$ cat config.mk
export PLATFORM = sky130hd
export DESIGN_NAME = lsd_lcd_segment_driver
export DESIGN_NICKNAME = d
export VERILOG_FILES = /design/src/pkg/lsd_pkg.sv /design/src/rtl/lsd_lcd_segment_driver.sv
export VERILOG_INCLUDE_DIRS = /design/src /design/src/pkg
export SDC_FILE = /design/constraint.sdc
export NUM_CORES = 1
export LEC_CHECK = 0
export ABC_AREA = 1
export BUFFER_PORTS_ARGS = -buffer_cell sky130_fd_sc_hd__buf_2
export CAP_MARGIN = 20
export CELL_PAD_IN_SITES_DETAIL_PLACEMENT = 2
export CELL_PAD_IN_SITES_GLOBAL_PLACEMENT = 2
export CORE_AREA = 4 4 240 242
export CTS_CLUSTER_DIAMETER = 40
export DETAILED_ROUTE_END_ITERATION = 8
export DIE_AREA = 0 0 244 246
export PLACE_DENSITY_LB_ADDON = 0.25
export SYNTH_ARGS = -nofsm -noshare
export SYNTH_HDL_FRONTEND = slang
export SYNTH_SLANG_ARGS = --single-unit
$ cat constraint.sdc
create_clock -name clk -period 5.65 [get_ports clk]
set_input_delay 0.8475 -clock clk [delete_from_list [all_inputs] [get_ports clk]]
set_output_delay 0.8475 -clock clk [all_outputs]
set_load 0.03 [all_outputs]
$ cat src/pkg/lsd_cfg.svh
`ifndef LSD_CFG_SVH
`define LSD_CFG_SVH

// Register byte offsets on the bus
`define LSD_BANK_SEL_OFS   12'h004
`define LSD_PTR_OFS        12'h008
`define LSD_IND_DATA_OFS   12'h00C
`define LSD_STATUS_OFS     12'h010
// Direct data memory window: byte address = base + 4 * location
`define LSD_DIRECT_BASE    12'h100
`define LSD_DIRECT_LAST    12'h4FF

// Bank selection codes
`define LSD_BANK_GENERAL   8'h00
`define LSD_BANK_DISPLAY   8'h01

// Display memory location range
`define LSD_DISP_FIRST     8'h40
`define LSD_DISP_LAST_SML  8'h53
`define LSD_DISP_LAST_LRG  8'h54

// Reset values
`define LSD_BANK_RST       8'h00
`define LSD_PTR_RST        8'h00
`define LSD_MEM_RST        8'h00

// Optional segment pin span and shared pin index
`define LSD_OPT_SEG_LO     9
`define LSD_OPT_SEG_HI     18
`define LSD_SHARED_SEG     19

// Status register field positions
`define LSD_ST_COM_LSB     0
`define LSD_ST_POL_BIT     2
`define LSD_ST_RUN_BIT     3

`endif

$ cat src/pkg/lsd_pkg.sv
package lsd_pkg;

	// Drive level of one panel pin under 1/2 bias
	typedef enum logic [1:0] {
		LSD_LVL_GND,
		LSD_LVL_MID,
		LSD_LVL_TOP
	} lsd_level_type;

	// All common and segment drive levels
	typedef struct packed {
		lsd_level_type [2:0]  com;
		lsd_level_type [20:0] seg;
	} lsd_drive_type;

	// One bus request as seen by the slave
	typedef struct packed {
		logic [11:0] addr;
		logic        rd;
		logic        wr;
		logic [7:0]  wdata;
	} lsd_req_type;

endpackage

$ cat src/rtl/lsd_lcd_segment_driver.sv
// Decided for this implementation: the Avalon-MM register port.
`timescale 1ns/1ns
`include "lsd_cfg.svh"
// Overview of operation
// - Bank select 01H routes indirect access of 40H..last to display memory.
// - Bank select 00H routes that range to general memory instead.
// - Display memory is reached only through indirect pointer one.
// - Driver scans display memory continuously without processor help.
// - Bit one lights its segment, bit zero leaves it dark.
// - Layout is 20x2 or 19x3 small, 21x3 large, fixed at build.
// - Large variant at 1/3 duty uses 1/2 bias levels.
// - Driver clock is system clock over a build-time power of two.
// - Divider exponent is three, four, five or six.
// - Shared pin is common 2 on the small variant at 1/3 duty, segment 19 otherwise.
// - Segments 9 to 18 each build-time choosable as I/O or LCD.
// - Build option keeps driver running or stops it in power down.
// - In power down the driver is off or on per that option.
module lsd_lcd_segment_driver #(
	parameter bit        LARGE      = 1'b0,
	parameter bit        DUTY3      = 1'b0,
	parameter int        DIV_EXP    = 5,
	parameter bit [9:0]  OPT_SEG_LCD = 10'h3FF,
	parameter bit        PD_KEEP_ON = 1'b0
) (
	input  wire logic                   clk,
	input  wire logic                   rst_n,
	input  wire logic [11:0]            avs_address,
	input  wire logic                   avs_read,
	input  wire logic                   avs_write,
	input  wire logic [31:0]            avs_writedata,
	output logic [31:0]                 avs_readdata,
	output logic                        avs_waitrequest,
	input  wire logic                   power_down,
	input  wire logic [9:0]             gpio_out,
	output lsd_pkg::lsd_drive_type      lcd_drive_ff,
	output lsd_pkg::lsd_level_type      shared_common_segment_pin
);

	// Build-time organisation
	localparam int NCOM = (LARGE || DUTY3) ? 3 : 2;
	localparam int NSEG = LARGE ? 21 : (DUTY3 ? 19 : 20);
	localparam int NMEM = LARGE ? 21 : 20;
	localparam logic [7:0] DISP_LAST =
		LARGE ? `LSD_DISP_LAST_LRG : `LSD_DISP_LAST_SML;
	localparam logic [1:0] COM_LAST = 2'(NCOM - 1);

	// Display range decode, used by both access paths
	function automatic logic in_disp(input logic [7:0] loc);
		in_disp = (loc >= `LSD_DISP_FIRST) && (loc <= DISP_LAST);
	endfunction

	// Location to array index
	function automatic logic [4:0] mem_idx(input logic [7:0] loc);
		logic [7:0] d;
		d = loc - `LSD_DISP_FIRST;
		mem_idx = d[4:0];
	endfunction

	// Full swing rail: the high half drives the top level
	function automatic lsd_pkg::lsd_level_type rail(input logic hi);
		rail = hi ? lsd_pkg::LSD_LVL_TOP : lsd_pkg::LSD_LVL_GND;
	endfunction

	// Segment pins built as plain port outputs, fixed at build
	function automatic bit seg_is_io(input int s);
		seg_is_io = 1'b0;
		if (s >= `LSD_OPT_SEG_LO && s <= `LSD_OPT_SEG_HI) begin
			seg_is_io = !OPT_SEG_LCD[s - `LSD_OPT_SEG_LO];
		end
	endfunction

	// Software visible registers and memories
	logic [7:0]  bank_ff;
	logic [7:0]  ptr_ff;
	logic [7:0]  disp_mem_ff [NMEM];
	logic [7:0]  gen_mem_ff  [NMEM];

	// Bus handshake and captured read data
	logic        ack_ff;
	logic [31:0] rdata_ff;

	// Driver clock divider and scan position
	logic [DIV_EXP-1:0] div_cnt_ff;
	logic        pol_ff;
	logic [1:0]  com_idx_ff;
	lsd_pkg::lsd_level_type shared_ff;

	// Decoded request and access steering
	lsd_pkg::lsd_req_type req;
	logic        take_wr;
	logic        ind_disp;
	logic        ind_gen;
	logic [11:0] dir_ofs;
	logic [7:0]  dir_loc;
	logic        dir_gen;
	logic [7:0]  ind_rd;
	logic [7:0]  status;
	logic [31:0] nxt_rdata;

	// Scan control and per-pin drive levels
	logic        run;
	logic        tick;
	lsd_pkg::lsd_level_type com_lvl [3];
	lsd_pkg::lsd_level_type seg_lvl [21];
	lsd_pkg::lsd_drive_type nxt_drive;

	// Request bundle
	assign req = '{addr: avs_address, rd: avs_read,
		wr: avs_write, wdata: avs_writedata[7:0]};

	// One wait cycle per request, answered on the second edge
	assign avs_waitrequest = (req.rd || req.wr) && !ack_ff;

	// Read data straight from its register
	assign avs_readdata    = rdata_ff;

	// A write lands at the edge where the master sees wait low
	assign take_wr         = req.wr && ack_ff;

	// Indirect path steered by the bank select
	assign ind_disp = (bank_ff == `LSD_BANK_DISPLAY) && in_disp(ptr_ff);
	assign ind_gen  = (bank_ff == `LSD_BANK_GENERAL) && in_disp(ptr_ff);

	// Direct window only ever reaches general memory
	assign dir_ofs = req.addr - `LSD_DIRECT_BASE;
	assign dir_loc = dir_ofs[9:2]; // Word offset gives the location
	assign dir_gen = (req.addr >= `LSD_DIRECT_BASE) &&
		(req.addr <= `LSD_DIRECT_LAST) && in_disp(dir_loc);

	// Handshake state
	always_ff @(posedge clk or negedge rst_n) begin
		if (!rst_n) begin
			ack_ff <= 1'b0;
		end else begin
			ack_ff <= (req.rd || req.wr) && !ack_ff;
		end
	end

	// Indirect data read mux
	always_comb begin
		ind_rd = 8'h00;
		if (ind_disp) begin
			ind_rd = disp_mem_ff[mem_idx(ptr_ff)];
		end else if (ind_gen) begin
			ind_rd = gen_mem_ff[mem_idx(ptr_ff)];
		end
	end

	// Status byte: scan position and running flag
	always_comb begin
		status = 8'h00;
		status[`LSD_ST_COM_LSB +: 2] = com_idx_ff;
		status[`LSD_ST_POL_BIT]      = pol_ff;
		status[`LSD_ST_RUN_BIT]      = run;
	end

	// Read data decode, unmapped reads return zero
	always_comb begin
		nxt_rdata = 32'h0000_0000;
		if (req.addr == `LSD_BANK_SEL_OFS) begin
			nxt_rdata[7:0] = bank_ff;
		end else if (req.addr == `LSD_PTR_OFS) begin
			nxt_rdata[7:0] = ptr_ff;
		end else if (req.addr == `LSD_IND_DATA_OFS) begin
			nxt_rdata[7:0] = ind_rd;
		end else if (req.addr == `LSD_STATUS_OFS) begin
			nxt_rdata[7:0] = status;
		end else if (dir_gen) begin
			nxt_rdata[7:0] = gen_mem_ff[mem_idx(dir_loc)];
		end
	end

	// Read data captured at the first edge of a read
	always_ff @(posedge clk or negedge rst_n) begin
		if (!rst_n) begin
			rdata_ff <= 32'h0000_0000;
		end else if (req.rd && !ack_ff) begin
			rdata_ff <= nxt_rdata;
		end
	end

	// Bank select register
	always_ff @(posedge clk or negedge rst_n) begin
		if (!rst_n) begin
			bank_ff <= `LSD_BANK_RST;
		end else if (take_wr && req.addr == `LSD_BANK_SEL_OFS) begin
			bank_ff <= req.wdata;
		end
	end

	// Indirect pointer register
	always_ff @(posedge clk or negedge rst_n) begin
		if (!rst_n) begin
			ptr_ff <= `LSD_PTR_RST;
		end else if (take_wr && req.addr == `LSD_PTR_OFS) begin
			ptr_ff <= req.wdata;
		end
	end

	// Display memory, written only through the pointer
	always_ff @(posedge clk or negedge rst_n) begin
		if (!rst_n) begin
			for (int i = 0; i < NMEM; i++) begin
				disp_mem_ff[i] <= `LSD_MEM_RST;
			end
		end else if (take_wr && req.addr == `LSD_IND_DATA_OFS &&
				ind_disp) begin
			disp_mem_ff[mem_idx(ptr_ff)] <= req.wdata;
		end
	end

	// General memory over the same range, both access paths
	always_ff @(posedge clk or negedge rst_n) begin
		if (!rst_n) begin
			for (int i = 0; i < NMEM; i++) begin
				gen_mem_ff[i] <= `LSD_MEM_RST;
			end
		end else if (take_wr) begin
			if (req.addr == `LSD_IND_DATA_OFS && ind_gen) begin
				gen_mem_ff[mem_idx(ptr_ff)] <= req.wdata;
			end else if (dir_gen) begin
				gen_mem_ff[mem_idx(dir_loc)] <= req.wdata;
			end
		end
	end

	// Driver runs unless power down stops it
	assign run = !power_down || PD_KEEP_ON;

	// Driver clock tick every 2**DIV_EXP system clocks
	assign tick = run && (&div_cnt_ff);

	// Divider, held at zero while stopped
	always_ff @(posedge clk or negedge rst_n) begin
		if (!rst_n) begin
			div_cnt_ff <= '0;
		end else if (!run) begin
			div_cnt_ff <= '0;
		end else begin
			div_cnt_ff <= div_cnt_ff + 1'b1;
		end
	end

	// Polarity half, flipped at every driver clock tick
	always_ff @(posedge clk or negedge rst_n) begin
		if (!rst_n) begin
			pol_ff <= 1'b0;
		end else if (!run) begin
			pol_ff <= 1'b0;
		end else if (tick) begin
			pol_ff <= !pol_ff;
		end
	end

	// Common index, advanced after both halves of a common
	always_ff @(posedge clk or negedge rst_n) begin
		if (!rst_n) begin
			com_idx_ff <= 2'h0;
		end else if (!run) begin
			com_idx_ff <= 2'h0;
		end else if (tick && pol_ff) begin
			com_idx_ff <= (com_idx_ff == COM_LAST) ?
				2'h0 : com_idx_ff + 2'h1;
		end
	end

	// One level decoder per common pin
	for (genvar c = 0; c < 3; c++) begin : g_com
		if (c >= NCOM) begin : g_unused
			// Commons beyond the built layout stay at ground
			assign com_lvl[c] = lsd_pkg::LSD_LVL_GND;
		end else begin : g_used
			// Selected common swings full, others sit at mid bias
			always_comb begin
				if (!run) begin
					com_lvl[c] = lsd_pkg::LSD_LVL_GND;
				end else if (c == int'(com_idx_ff)) begin
					com_lvl[c] = rail(pol_ff);
				end else begin
					com_lvl[c] = lsd_pkg::LSD_LVL_MID;
				end
			end
		end
	end

	// One level decoder per segment pin
	for (genvar s = 0; s < 21; s++) begin : g_seg
		if (s >= NSEG) begin : g_spare
			// Pins beyond the built layout stay at ground
			assign seg_lvl[s] = lsd_pkg::LSD_LVL_GND;
		end else if (seg_is_io(s)) begin : g_io
			// Port value passes through, also in power down
			assign seg_lvl[s] =
				rail(gpio_out[s - `LSD_OPT_SEG_LO]);
		end else begin : g_lcd
			// Lit segment opposes the selected common, dark follows it
			always_comb begin
				if (!run) begin
					seg_lvl[s] = lsd_pkg::LSD_LVL_GND;
				end else if (disp_mem_ff[s][com_idx_ff]) begin
					seg_lvl[s] = rail(!pol_ff);
				end else begin
					seg_lvl[s] = rail(pol_ff);
				end
			end
		end
	end

	// Gather the per-pin levels into the next drive word
	always_comb begin
		nxt_drive = '0;
		for (int c = 0; c < 3; c++) begin
			nxt_drive.com[c] = com_lvl[c];
		end
		for (int s = 0; s < 21; s++) begin
			nxt_drive.seg[s] = seg_lvl[s];
		end
	end

	// Registered panel drive
	always_ff @(posedge clk or negedge rst_n) begin
		if (!rst_n) begin
			lcd_drive_ff <= '0;
		end else begin
			lcd_drive_ff <= nxt_drive;
		end
	end

	// Shared pin function on the small variant
	always_ff @(posedge clk or negedge rst_n) begin
		if (!rst_n) begin
			shared_ff <= lsd_pkg::LSD_LVL_GND;
		end else if (!LARGE && DUTY3) begin
			shared_ff <= nxt_drive.com[2];
		end else begin
			shared_ff <= nxt_drive.seg[`LSD_SHARED_SEG];
		end
	end

	// Shared pin output
	assign shared_common_segment_pin = shared_ff;

endmodule

==> flow_metrics.tcl <==
set metrics [dict create \
    num_rows 86 \
    worst_r2r_path_depth 14 \
    cts_resized 0 \
    areaGrowthSynthToFinish_pct 16.33 \
    post-synth-top-area-cell "sky130_fd_sc_hd__dfrtp_1" \
    detail_route.first_pass.iterations 5 \
    timing.max_slew.rel_slack_pct 16.60 \
    grt_antenna_before_repair 0 \
    cts_hold_bufs 0 \
    placeableCoreArea_um2 55090 \
    hold_path_class "primary input to async pin" \
    synth_compound_gate_area_share_pct 15.70 \
    grt_start_max_net_pins 146 \
    max_rail_drop_vdd_v 0.0002134 \
    syn-cell-area_um2 21410 \
    end_kind "flop" \
    num-fill-cells 6243 \
    avgRoutedWirePerCell_um 24.60 \
    timing.setup.tns_ns 0 \
    layout_min_cycle_time_ns 3.886 \
    cts-buffers-inserted 84 \
    final.setup.worst_slack_ns 1.764 \
    num-nets-final 2952 \
    grt_pass1_wl_mm 141.1 \
    syn_area_per_cell_um2 7.459 \
    timing.final.max_slew_violations 0 \
    grt_overflow_total 0 \
    yosys-mux-area-fraction_pct 0 \
    pre_cts_ws_ns 1.624 \
    p_leak_nw 12.12 \
    cts_max_level 3 \
    finClkSkew_ns 0.02507 \
    synth_area_leaders "sky130_fd_sc_hd__dfrtp_1, sky130_fd_sc_hd__nand2_1, sky130_fd_sc_hd__o21ai_0" \
    clock_sink_count 377 \
    arrival_ns 4.39 \
    synthesis.instances 2870 \
    post_synth_num_cell_types 37 \
    cts_tree "done" \
    detailed_place.area_um2 21920 \
    grt_pass1_vias 23380 \
    worstSetupPathType "flop to flop" \
    count_of_inserted_antenna_diode_cells 0 \
    numPortBuffers 58 \
    routabilityCongestion 0.8805 \
    final_layout_size_suffix_gt1_share_pct 15.47 \
    cts.clk_slew.worst_paths_ns 0.05 \
    final_min_period_over_clock_period_pct 68.78 \
    hold_violations 0 \
    die_w_um 244 \
    final-setup-viol-count 0 \
    worst_slew_pin_slew_ns 1.246 \
    via_count 20520 \
    max_freq_mhz 257.3 \
    cts.repair_timing.setup_buffer_count 0 \
    via_count_normalized_by_instance_count 5.542 \
    clock_tree.buffer_depth 3 \
    yosys_register_bits 377 \
    starting_density_of_the_core_pct 38.86 \
    global_route.usage.total_pct 30.19 \
    synth_simple_gate_area_share_pct 30.13 \
    design.portCount 142 \
    fin_area_um2 24900 \
    dieArea_um2 60020 \
    number_of_enable_flip_flop_cells_after_synthesis 0 \
    synth_top_family_by_area "simple AND/OR/NAND/NOR gates" \
    critPathMaxFanout 38 \
    cts.root.buffer_cell "sky130_fd_sc_hd__clkbuf_16" \
    sequential_fraction_of_the_synthesis_area_pct 44.07 \
    max-cap-violations 0 \
    synth_ff_type "sky130_fd_sc_hd__dfrtp_1" \
    pwr_density_cell_nw_per_um2 334.6 \
    rsz0062_at_grt "false" \
    status "finished, final reports clean" \
    synth-xor-area-share_pct 0.7773 \
    worst_setup_path_start_kind "flop" \
    ys_top_cells_by_count "sky130_fd_sc_hd__nand2_1, sky130_fd_sc_hd__dfrtp_1, sky130_fd_sc_hd__nor2_1" \
    final_antenna_net_count 0 \
    yosys.area_share.adder_pct 0.4091 \
    layout.area.seq_um2 9439 \
    clkLatencyLatePin_ns 0.63 \
    dp_hpwl_mm 54.43 \
    yosys.cell_count.top_type "sky130_fd_sc_hd__nand2_1" \
    asyncSetResetFlopFracSynth_pct 100.0 \
    ys.warnings.count 0 \
    dr.first_iter.drc_count 1304 \
    multiInputGateArea_um2 10270 \
    timing.critical_path.required_ns 6.16 \
    remaining_drc_errors 0 \
    synth_top_area_share_pct 44.07 \
    wirelength_mm 91.07 \
    floorplan.die.height_um 246 \
]
-- power by group --
part           total (W)  internal [W]  switching, W
registers        0.00276       0.00274     0.0000252
clock network    0.00511       0.00334       0.00178
logic           0.000456     0.0000887      0.000368
-- layer usage --
metal | GRT usage (%) | part of all wire (%) | vias up
met5 | 0 | 0 | -
met4 | 13.15 | 4.3 | 0
met3 | 4.408 | 3.6 | 236
met2 | 54.20 | 51 | 496
met1 | 36.08 | 41 | 10710
li1 | - | - | 9075
-- cell type report --
type	count	area share, %
sequential	377	37.90
multi-input combinational	2156	41.25
timing repair buffer	103	2.924
inverter	164	2.472
clock buffer	106	9.430
clock inverter	48	2.266
tap	748	3.758
-- worst paths after layout --
path	startpoint	endpoint	slack, ns
worst max register to register	ptr_ff[0]	avs_readdata[4]	1.76
worst max-delay path	ptr_ff[0]	avs_readdata[4]	1.76
min in group clk	ack_ff	ack_ff	0.46
worst min register to register	ack_ff	ack_ff	0.46
max in group asynchronous	rst_n	ptr_ff[0]	3.81
worst min-delay path	rst_n	disp_mem_ff[25]	0.26
-- sequential cells by signal (all words and copies together) (netlist names), 2 cells and up --
signal        cells
avs_readdata      8
bank_ff           8
com_idx_ff        2
disp_mem_ff     160
div_cnt_ff        5
gen_mem_ff      160
lcd_drive_ff     23
ptr_ff            8
-- per-stage QoR --
stage / power (W) / util [%] / cells / hold WS (ns)
2_1_floorplan: 0.003071 / - / 2918 / 0.4248
3_3_place_gp: 0.003220 / 39.74 / 3544 / 0.4402
3_5_place_dp: 0.003242 / 39.78 / 3545 / 0.4592
4_1_cts: 0.008383 / 45.07 / 3699 / 0.3018
5_1_grt: 0.008577 / 45.20 / 3702 / 0.3005
6_report: 0.008332 / 45.20 / 3702 / 0.2584
-- layout by cell type, fill, tap and decap left out, types with 4 or more instances in the layout --
cell type / synthesis / routed
sky130_fd_sc_hd__nand4_1: 10 / 10
sky130_fd_sc_hd__ha_1: 7 / 7
sky130_fd_sc_hd__xor2_1: 19 / 19
sky130_fd_sc_hd__nand2_2: 7 / 8
sky130_fd_sc_hd__inv_6: 0 / 10
sky130_fd_sc_hd__clkbuf_1: 88 / 9
sky130_fd_sc_hd__conb_1: 1 / 49
sky130_fd_sc_hd__clkbuf_8: 0 / 10
sky130_fd_sc_hd__buf_2: 39 / 57
sky130_fd_sc_hd__a22oi_1: 17 / 17
sky130_fd_sc_hd__o22ai_1: 12 / 12
sky130_fd_sc_hd__clkinv_4: 0 / 8
sky130_fd_sc_hd__clkinv_2: 0 / 9
sky130_fd_sc_hd__nor2_4: 6 / 6
sky130_fd_sc_hd__buf_4: 55 / 39
sky130_fd_sc_hd__o21ai_2: 128 / 128
sky130_fd_sc_hd__clkinvlp_4: 0 / 9
sky130_fd_sc_hd__clkbuf_16: 0 / 87
sky130_fd_sc_hd__inv_2: 8 / 17
sky130_fd_sc_hd__nand2_1: 1054 / 1053
sky130_fd_sc_hd__nand3_4: 33 / 33
sky130_fd_sc_hd__o21bai_1: 9 / 9
sky130_fd_sc_hd__bufinv_16: 0 / 8
sky130_fd_sc_hd__buf_12: 2 / 4
sky130_fd_sc_hd__inv_1: 155 / 146
sky130_fd_sc_hd__nand3_1: 51 / 51
sky130_fd_sc_hd__o221ai_1: 4 / 4
sky130_fd_sc_hd__o21ai_0: 275 / 275
sky130_fd_sc_hd__nor2_1: 354 / 352
sky130_fd_sc_hd__o21ai_1: 63 / 63
sky130_fd_sc_hd__a21oi_1: 37 / 37
sky130_fd_sc_hd__dfrtp_1: 377 / 375
-- critical path, stage by stage (launching register included) --
cell and delay, ns:
sky130_fd_sc_hd__dfrtp_4 0.70, sky130_fd_sc_hd__inv_2 0.73, sky130_fd_sc_hd__nand2_2 0.81, sky130_fd_sc_hd__nor2_1 0.38
sky130_fd_sc_hd__nor2_1 0.10, sky130_fd_sc_hd__o21ai_0 0.12, sky130_fd_sc_hd__nand2_1 0.18, sky130_fd_sc_hd__nand2_1 0.10
sky130_fd_sc_hd__nor2_1 0.04, sky130_fd_sc_hd__nand2_1 0.11, sky130_fd_sc_hd__nand3_1 0.13, sky130_fd_sc_hd__nand2_1 0.13
sky130_fd_sc_hd__nand2_1 0.10, sky130_fd_sc_hd__nand2_1 0.07, sky130_fd_sc_hd__nand2_1 0.06
-- cells by family (layout without fill, tap and decap cells) --
family	count (synthesis)	after routing
and+or+nand+nor	1532	1532
AOI/OAI and AO/OA	549	549
buffers and inverters	385	421
DFF	377	377
xor gates and xnor gates	19	19
adders and majority gates	7	7
other	1	49
No activity file was read; power rests on OpenSTA's default activity.
